### src/hsar_pkg.sv
// Package for the serial slave front end: high-speed mode entry and alert response.
// Assumes a single 200 MHz core clock; bus pins are sampled, never used as clocks.
package hsar_pkg;
   localparam int CLK_MHZ = 200;
   localparam logic [6:0] ALERT_RESP_ADDR = 7'h0C;
   localparam logic [4:0] HS_CODE_TOP = 5'h01;
   localparam logic [4:0] BASE_ADDR_TOP = 5'h10;
   localparam int TIMEOUT_MS = 28;
   // Milliseconds to cycles; product kept inside int range
   localparam int TIMEOUT_CYC = TIMEOUT_MS * 1000 * CLK_MHZ;
   localparam int FILT_FS_NS = 50;
   localparam int FILT_HS_NS = 10;
   localparam int FILT_FS_CYC = (FILT_FS_NS * CLK_MHZ + 999) / 1000;
   localparam int FILT_HS_CYC = (FILT_HS_NS * CLK_MHZ + 999) / 1000;
   typedef enum {
      ST_IDLE, ST_ADDR, ST_ACK, ST_SEND, ST_WAIT
   } hsar_state_t;
   typedef struct packed {
      logic scl;
      logic sda;
   } hsar_bus_t;
endpackage : hsar_pkg

### src/hsar_slave.sv
// Slave logic for high-speed mode entry/exit and the alert response query.
// Assumes open-drain pins resolved outside; pins come from another domain.
// Functional notes
// - Recognise master code, leave ninth bit high, switch filters to high speed.
// - After the repeated start, normal addressing runs at up to 3.4 MHz.
// - Stop in high-speed mode returns filters to standard/fast operation.
// - Read frame to the alert response address is a broadcast query.
// - With alert pending, acknowledge query then send own slave address.
// - Arbitrate bitwise; on loss withhold acknowledge and keep alert low.
// - Own address from two select pins sampled per transaction, 1000000..1000011.
// - Abandon a stalled transaction and release the bus after 28 ms.
`timescale 1ns/10ps
`default_nettype none
module hsar_slave
   import hsar_pkg::*;
#(
   parameter int TIMEOUT_CYCLES = TIMEOUT_CYC
) (
   // Clock and reset
   input wire logic core_clk,
   input wire logic nrst,
   // Bus pins
   input wire logic scl_in,
   input wire logic sda_in,
   output logic sda_out,
   output logic sda_oe,
   // Address straps
   input wire logic addr_select_low_pin,
   input wire logic addr_select_high_pin,
   // Alert source and alert pin
   input wire logic alert_pending,
   input wire logic alert_clear,
   output logic alert_n_out,
   output logic alert_n_oe,
   // Status
   output logic hs_mode,
   output logic alert_won
);
   ////////////////////////////////////////////////////////////////////
   hsar_bus_t meta_q, sync_q, filt_q, prev_q;
   logic [3:0] fcnt_q;
   logic [1:0] strap_meta_q, strap_q;
   always_ff @(posedge core_clk) begin
      if (!nrst) begin
         meta_q <= '1;
         sync_q <= '1;
         strap_meta_q <= '0;
         strap_q <= '0;
      end else begin
         meta_q <= '{scl: scl_in, sda: sda_in};
         sync_q <= meta_q;
         strap_meta_q <= {addr_select_high_pin, addr_select_low_pin};
         strap_q <= strap_meta_q;
      end
   end
   logic hs_q;
   logic [3:0] flim;
   // Spike filter: shorter window in high-speed mode keeps 3.4 MHz edges
   assign flim = hs_q ? 4'(FILT_HS_CYC) : 4'(FILT_FS_CYC);
   always_ff @(posedge core_clk) begin
      if (!nrst) begin
         filt_q <= '1;
         prev_q <= '1;
         fcnt_q <= '0;
      end else begin
         prev_q <= filt_q;
         if (sync_q == filt_q) begin
            fcnt_q <= '0;
         end else if (fcnt_q >= flim) begin
            filt_q <= sync_q;
            fcnt_q <= '0;
         end else begin
            fcnt_q <= fcnt_q + 4'h1;
         end
      end
   end
   logic scl_rise, scl_fall, start_ev, stop_ev;
   assign scl_rise = filt_q.scl && !prev_q.scl;
   assign scl_fall = !filt_q.scl && prev_q.scl;
   assign start_ev = filt_q.scl && prev_q.scl && prev_q.sda && !filt_q.sda;
   assign stop_ev = filt_q.scl && prev_q.scl && !prev_q.sda && filt_q.sda;
   ////////////////////////////////////////////////////////////////////
   hsar_state_t st_q;
   logic [3:0] bit_q;
   logic [7:0] sh_q;
   logic [7:0] tx_q;
   logic [6:0] own_q;
   logic drive_q, lost_q, won_q, tout;
   logic [31:0] tcnt_q;
   assign tout = (tcnt_q >= TIMEOUT_CYCLES - 1);
   // Timeout counts only inside a transaction, so an idle bus never trips it
   always_ff @(posedge core_clk) begin
      if (!nrst || st_q == ST_IDLE || scl_fall || scl_rise) begin
         tcnt_q <= '0;
      end else if (!tout) begin
         tcnt_q <= tcnt_q + 32'h1;
      end
   end
   always_ff @(posedge core_clk) begin
      if (!nrst) begin
         hs_q <= 1'b0;
      end else if (tout) begin
         hs_q <= 1'b0;
      end else if (stop_ev) begin
         hs_q <= 1'b0;
      end else if (st_q == ST_ADDR && scl_rise && bit_q == 4'd7
                   && sh_q[6:2] == HS_CODE_TOP) begin
         hs_q <= 1'b1;
      end
   end
   always_ff @(posedge core_clk) begin
      if (!nrst) begin
         st_q <= ST_IDLE;
         bit_q <= '0;
         sh_q <= '0;
         tx_q <= '0;
         own_q <= '0;
         drive_q <= 1'b0;
         lost_q <= 1'b0;
         won_q <= 1'b0;
      end else begin
         // Clear honoured even when a start or stop lands in the same cycle
         if (alert_clear) begin
            lost_q <= 1'b0;
            won_q <= 1'b0;
         end
         if (tout) begin
            st_q <= ST_IDLE;
            drive_q <= 1'b0;
         end else if (start_ev) begin
            st_q <= ST_ADDR;
            bit_q <= '0;
            drive_q <= 1'b0;
            own_q <= {BASE_ADDR_TOP, strap_q};
         end else if (stop_ev) begin
            st_q <= ST_IDLE;
            drive_q <= 1'b0;
         end else begin
            case (st_q)
               ST_ADDR: begin
                  if (scl_rise) begin
                     sh_q <= {sh_q[6:0], filt_q.sda};
                     bit_q <= bit_q + 4'h1;
                  end else if (scl_fall && bit_q == 4'd8) begin
                     // Master code ends here: no acknowledge, ninth bit left high
                     if (sh_q == {ALERT_RESP_ADDR, 1'b1} && alert_pending
                         && !lost_q && !won_q) begin
                        st_q <= ST_ACK;
                        drive_q <= 1'b1;
                     end else begin
                        st_q <= ST_WAIT;
                     end
                  end
               end
               ST_ACK: begin
                  if (scl_fall) begin
                     st_q <= ST_SEND;
                     tx_q <= {own_q, 1'b0};
                     drive_q <= ~own_q[6];
                     bit_q <= '0;
                  end
               end
               ST_SEND: begin
                  if (scl_rise) begin
                     if (!drive_q && !filt_q.sda) begin
                        st_q <= ST_WAIT;
                        lost_q <= 1'b1;
                     end
                     bit_q <= bit_q + 4'h1;
                  end else if (scl_fall) begin
                     if (bit_q == 4'd8) begin
                        st_q <= ST_WAIT;
                        drive_q <= 1'b0;
                        won_q <= 1'b1;
                     end else begin
                        // Eighth bit is the direction bit, sent as zero
                        tx_q <= {tx_q[6:0], 1'b0};
                        drive_q <= ~tx_q[6];
                     end
                  end
               end
               ST_WAIT: drive_q <= 1'b0;
               ST_IDLE: drive_q <= 1'b0;
               default: st_q <= ST_IDLE;
            endcase
         end
      end
   end
   assign sda_out = 1'b0;
   assign sda_oe = drive_q;
   assign alert_n_out = 1'b0;
   // Alert stays low when arbitration is lost; released only on a win or when alert_pending drops
   assign alert_n_oe = alert_pending && !won_q;
   assign hs_mode = hs_q;
   assign alert_won = won_q;
   ////////////////////////////////////////////////////////////////////
   property p_stop_exit;
      @(posedge core_clk) disable iff (!nrst) stop_ev && !tout |=> !hs_q;
   endproperty
   a_stop_exit: assert property (p_stop_exit) else $error("hs kept after stop");
   property p_reset_fs;
      @(posedge core_clk) !nrst |=> !hs_q && !sda_oe;
   endproperty
   a_reset_fs: assert property (p_reset_fs) else $error("not fs after reset");
   property p_tout_release;
      @(posedge core_clk) disable iff (!nrst) tout |=> !sda_oe && !hs_q && st_q == ST_IDLE;
   endproperty
   a_tout_release: assert property (p_tout_release) else $error("bus held past timeout");
   property p_no_ack_code;
      @(posedge core_clk) disable iff (!nrst)
         st_q == ST_ADDR && sh_q[7:3] == HS_CODE_TOP && bit_q == 4'd8 && scl_fall |=> !sda_oe;
   endproperty
   a_no_ack_code: assert property (p_no_ack_code) else $error("master code acked");
   property p_lost_quiet;
      @(posedge core_clk) disable iff (!nrst) lost_q |-> !sda_oe || st_q == ST_ACK;
   endproperty
   a_lost_quiet: assert property (p_lost_quiet) else $error("drives after loss");
   property p_lost_alert;
      @(posedge core_clk) disable iff (!nrst) lost_q && alert_pending |-> alert_n_oe;
   endproperty
   a_lost_alert: assert property (p_lost_alert) else $error("alert dropped on loss");
   property p_ack_query;
      @(posedge core_clk) disable iff (!nrst)
         st_q == ST_ACK |-> sda_oe && sh_q == {ALERT_RESP_ADDR, 1'b1};
   endproperty
   a_ack_query: assert property (p_ack_query) else $error("bad query ack");
   property p_addr_msb;
      @(posedge core_clk) disable iff (!nrst)
         st_q == ST_ACK && scl_fall && !start_ev && !stop_ev && !tout |=> !sda_oe;
   endproperty
   a_addr_msb: assert property (p_addr_msb) else $error("address msb wrong");
   c_hs: cover property (@(posedge core_clk) disable iff (!nrst) $rose(hs_q));
   c_won: cover property (@(posedge core_clk) disable iff (!nrst) $rose(won_q));
   c_lost: cover property (@(posedge core_clk) disable iff (!nrst) $rose(lost_q));
endmodule : hsar_slave
`default_nettype wire

### config.mk
export PLATFORM = sky130hd
export DESIGN_NAME = hsar_slave
export DESIGN_NICKNAME = d
export VERILOG_FILES = /design/src/hsar_pkg.sv /design/src/hsar_slave.sv
export SDC_FILE = /design/constraint.sdc
export NUM_CORES = 1
export LEC_CHECK = 0
export ABC_AREA = 0
export BUFFER_PORTS_ARGS = -buffer_cell sky130_fd_sc_hd__buf_2
export CORE_MARGIN = 1.5
export CORE_UTILIZATION = 60
export CTS_CLUSTER_SIZE = 24
export DETAILED_ROUTE_END_ITERATION = 10
export PLACE_DENSITY_LB_ADDON = 0.05
export SLEW_MARGIN = 20
export SYNTH_ARGS = -nofsm -noshare
export SYNTH_HDL_FRONTEND = slang
export SYNTH_SLANG_ARGS = --single-unit
### constraint.sdc
create_clock -name core_clk -period 3 [get_ports core_clk]
set_input_delay 0.45 -clock core_clk [delete_from_list [all_inputs] [get_ports core_clk]]
set_output_delay 0.45 -clock core_clk [all_outputs]
set_load 0.02 [all_outputs]
==> results.md <==
- Gr ovfl total: 0
- Routed vias: 3020
- Post-Layout Cell Count: 495
- Slew margin rel.: 48.84%
- Wirelength per Cell: 15.27 um
- Detailed placement HPWL: 5.053 mm
- CP Launch Type: flop
- DIE WIDTH: 80.24 um
- Fraction of the mapped netlist area in adder cells: 3.146%
- Number of setup buffers added after CTS: 0
- Row count: 27
- Syn_area_per_cell: 8.564 um^2
- Clk Latency, worst-skew pair: 0.35 ns
- Distinct cell type count after synthesis: 52
- FF-to-FF setup slack: 0.43 ns
- Tot GR Track Use: 25.08%
- Worst min path class: input pin to flop
- Final instance area: 3925 um^2
- Critical path arrival: 2.84 ns
- First-pass GRT wire length: 12.45 mm
- CTS root buf: clkbuf_8
- Path depth of the worst reg2reg path: 6
- Post-DP Area: 3664 um^2
- Number of synthesized flops with an enable pin: 0
- Yosys warning total: 0
- Cells on Worst Hold Path: 2
- Req. time, crit path: 3.27 ns
- Ranking of synthesized cells by area: dfxtp_1, a21oi_1, nand2_1, o21ai_0, and2_1
- Drt pass-1 iters: 5
- Register bit count reported by yosys: 76
- Routed vias/inst: 6.101
- Number of clock sinks: 76
- Least-Margin Pin Slew: 0.7655 ns
- Pwr Total: 2.057 mW
- Simple-Gate Fraction of Synth Area: 28.45%
- CTS Buf Count: 9
- TNS Setup: 0 ns
- Synth async-reset ratio: 0%
- Initial antenna violation count: 0
- Longest Clk Path Bufs: 2
- CP Capture Type: flop
- CTS tree: done
- Synthesized area: 3580 um^2
- Largest net degree at the start of global routing: 28
- Hold EP: meta_q[1]
- Max-slew violations: 0
- Core ar.: 5642 um^2
- Leakage power: 1.460 nW
- Die Footprint: 6438 um^2
- Setup Viol. Count Final: 0
- Status: finished, final reports clean
- Vias in the first global route: 2702
- 1st-iter DRT viols: 316
- Clock skew: 0.008930 ns
- Layout cells sized above 1: 8.747%
- Antenna Cells: 0
- Main combinational cell family by area after synthesis: simple AND/OR/NAND/NOR gates
- Mapped Cells: 418
- Fill count: 439
- Detailed Route WL: 7.558 mm
- Final min period: 2.570 ns
- RR Startpoint: tcnt_q[8]
- Final #Nets: 436
- Synth-to-Final Area Change: 9.647%
- CTS Hold Buffers Added: 0
- Starting Density: 63.45%
- DRC violations left: 0
- Xor/xnor share of the synthesized area: 1.468%
- Post-route ant nets: 0
- Peak VDD IR: 0.4755 mV
- Crit share post-route: 85.66%
- Worst flop-to-flop path endpoint: tcnt_q[11]
- Max Freq: 389.1 MHz
- DP Worst Slack: 0.4647 ns
- Placed cells: 480
- Die Span Y: 80.24 um
- Synth Area in Compound Gates: 17.58%
- Multiplexer share of the synthesized area: 2.237%
- Area taken by multi-input logic gates: 1918 um^2
- I/O Pins: 14
- Register area share after synthesis: 42.50%
- Leading register cell type out of synthesis: dfxtp_1
- Resize count post-CTS: 0
- Hold Fails Final Rpt: 0
- Power Dens Cells: 524.0 nW/um^2
- Maxcap violations: 0
- Setup ws final: 0.4302 ns
- H-Tree Depth: 3
- Clock slew at reported path FFs: 0.08 ns
- Kind of critical path: flop to flop
- Synth top area share: 42.50%
- Synth area leader: dfxtp_1
- Port Buffer Count: 11
- Min-delay src: scl_in
- RSZ-0062 raised after global routing: false
- Crit path max fanout: 18
- Reg area: 1521 um^2
- Global placement routability congestion: 0.8409
synthesized netlist by cell type, drive strengths merged, types with 3 or more instances:
| cell | number |
|---|---|
| a211o | 3 |
| a21oi | 35 |
| and2 | 20 |
| and3 | 3 |
| and4 | 4 |
| buf | 7 |
| clkbuf | 20 |
| dfxtp | 76 |
| ha | 9 |
| inv | 11 |
| mux2i | 8 |
| nand2 | 44 |
| nand2b | 11 |
| nand3 | 17 |
| nand3b | 5 |
| nand4 | 14 |
| nor2 | 17 |
| nor2b | 4 |
| nor4bb | 3 |
| o211ai | 10 |
| o21ai | 26 |
| o311ai | 5 |
| o31ai | 5 |
| o41ai | 3 |
| or3 | 13 |
| or4 | 16 |
| xor2 | 4 |
power breakdown:
group / leakage [nW] / internal [mW] / switching (mW)
sequential: 0.614 / 1.01 / 0.00216
clock: 0.129 / 0.635 / 0.378
combinational: 0.716 / 0.00963 / 0.0184
stage by stage:
| stage | util, % | hold WS (ns) |
|---|---|---|
| after floorplan | - | 0.3863 |
| after global placement | 64.76 | 0.3884 |
| after detailed placement | 64.94 | 0.3929 |
| after CTS | 69.57 | 0.2713 |
| after global routing | 69.57 | 0.2758 |
| final | 69.57 | 0.2799 |
flip-flops by register name, indices dropped and copies added (netlist names), 3 cells and up:
signal	flops
st_q	3
sh_q	8
tcnt_q	32
bit_q	4
own_q	3
fcnt_q	4
tx_q	6
logic make-up after synthesis:
group                      Yosys count
adders and majority gates            9
other                                1
and+or+nand+nor                    180
buffers and inverters               38
DFF                                 76
xor gates and xnor gates             6
muxes                                8
AOI/OAI and AO/OA                  100
layout by cell type, fill, tap and decap left out, types with 9 or more instances in the layout:
| cell type | Yosys | final |
|---|---|---|
| a21oi_1 | 35 | 35 |
| and2_1 | 20 | 20 |
| buf_2 | 3 | 11 |
| clkbuf_8 | 0 | 9 |
| dfxtp_1 | 76 | 76 |
| ha_1 | 9 | 9 |
| inv_1 | 11 | 11 |
| nand2_1 | 44 | 44 |
| nand2b_1 | 11 | 11 |
| nand3_1 | 17 | 17 |
| nand4_1 | 14 | 14 |
| nor2_1 | 17 | 17 |
| o211ai_1 | 10 | 10 |
| o21ai_0 | 26 | 26 |
| or3_1 | 13 | 13 |
| or4_1 | 16 | 16 |
worst max-delay path, stage by stage, from the launching register on:
cell and delay (ns):
dfxtp_1 0.36, or4_1 0.52, a31o_1 0.22, a211o_1 0.46, buf_4 0.26, or4_1 0.51
a21oi_1 0.16
area by class of cell:
cell class,count,area share (%)
multi-input cells,305,48.87
flip-flops and latches,76,38.76
clock inverters,6,3.507
clock buffers,9,3.156
repair buffers,16,2.359
well taps,72,2.295
inverters,11,1.052
per-layer routing:
layer | vias to the layer above | part of all wire, % | global-route usage [%]
met5 | - | 0 | 0
met4 | 0 | 1.5 | 8.448
met3 | 12 | 5.7 | 7.273
met2 | 85 | 44 | 38.57
met1 | 1401 | 49 | 33.57
li1 | 1522 | - | -
worst max-delay path by stage:
stage,end,startpoint,slack (ns),cells past startpoint
5_1_grt,tcnt_q[15],tcnt_q[8],0.27,6
6_report,tcnt_q[11],tcnt_q[8],0.43,6
3_5_place_dp,tcnt_q[11],tcnt_q[8],0.46,6
3_3_place_gp,tcnt_q[13],tcnt_q[8],0.51,6
4_1_cts,tcnt_q[11],tcnt_q[8],0.43,6
2_1_floorplan,tcnt_q[11],tcnt_q[11],0.76,7
No activity file was read; power rests on OpenSTA's default activity.
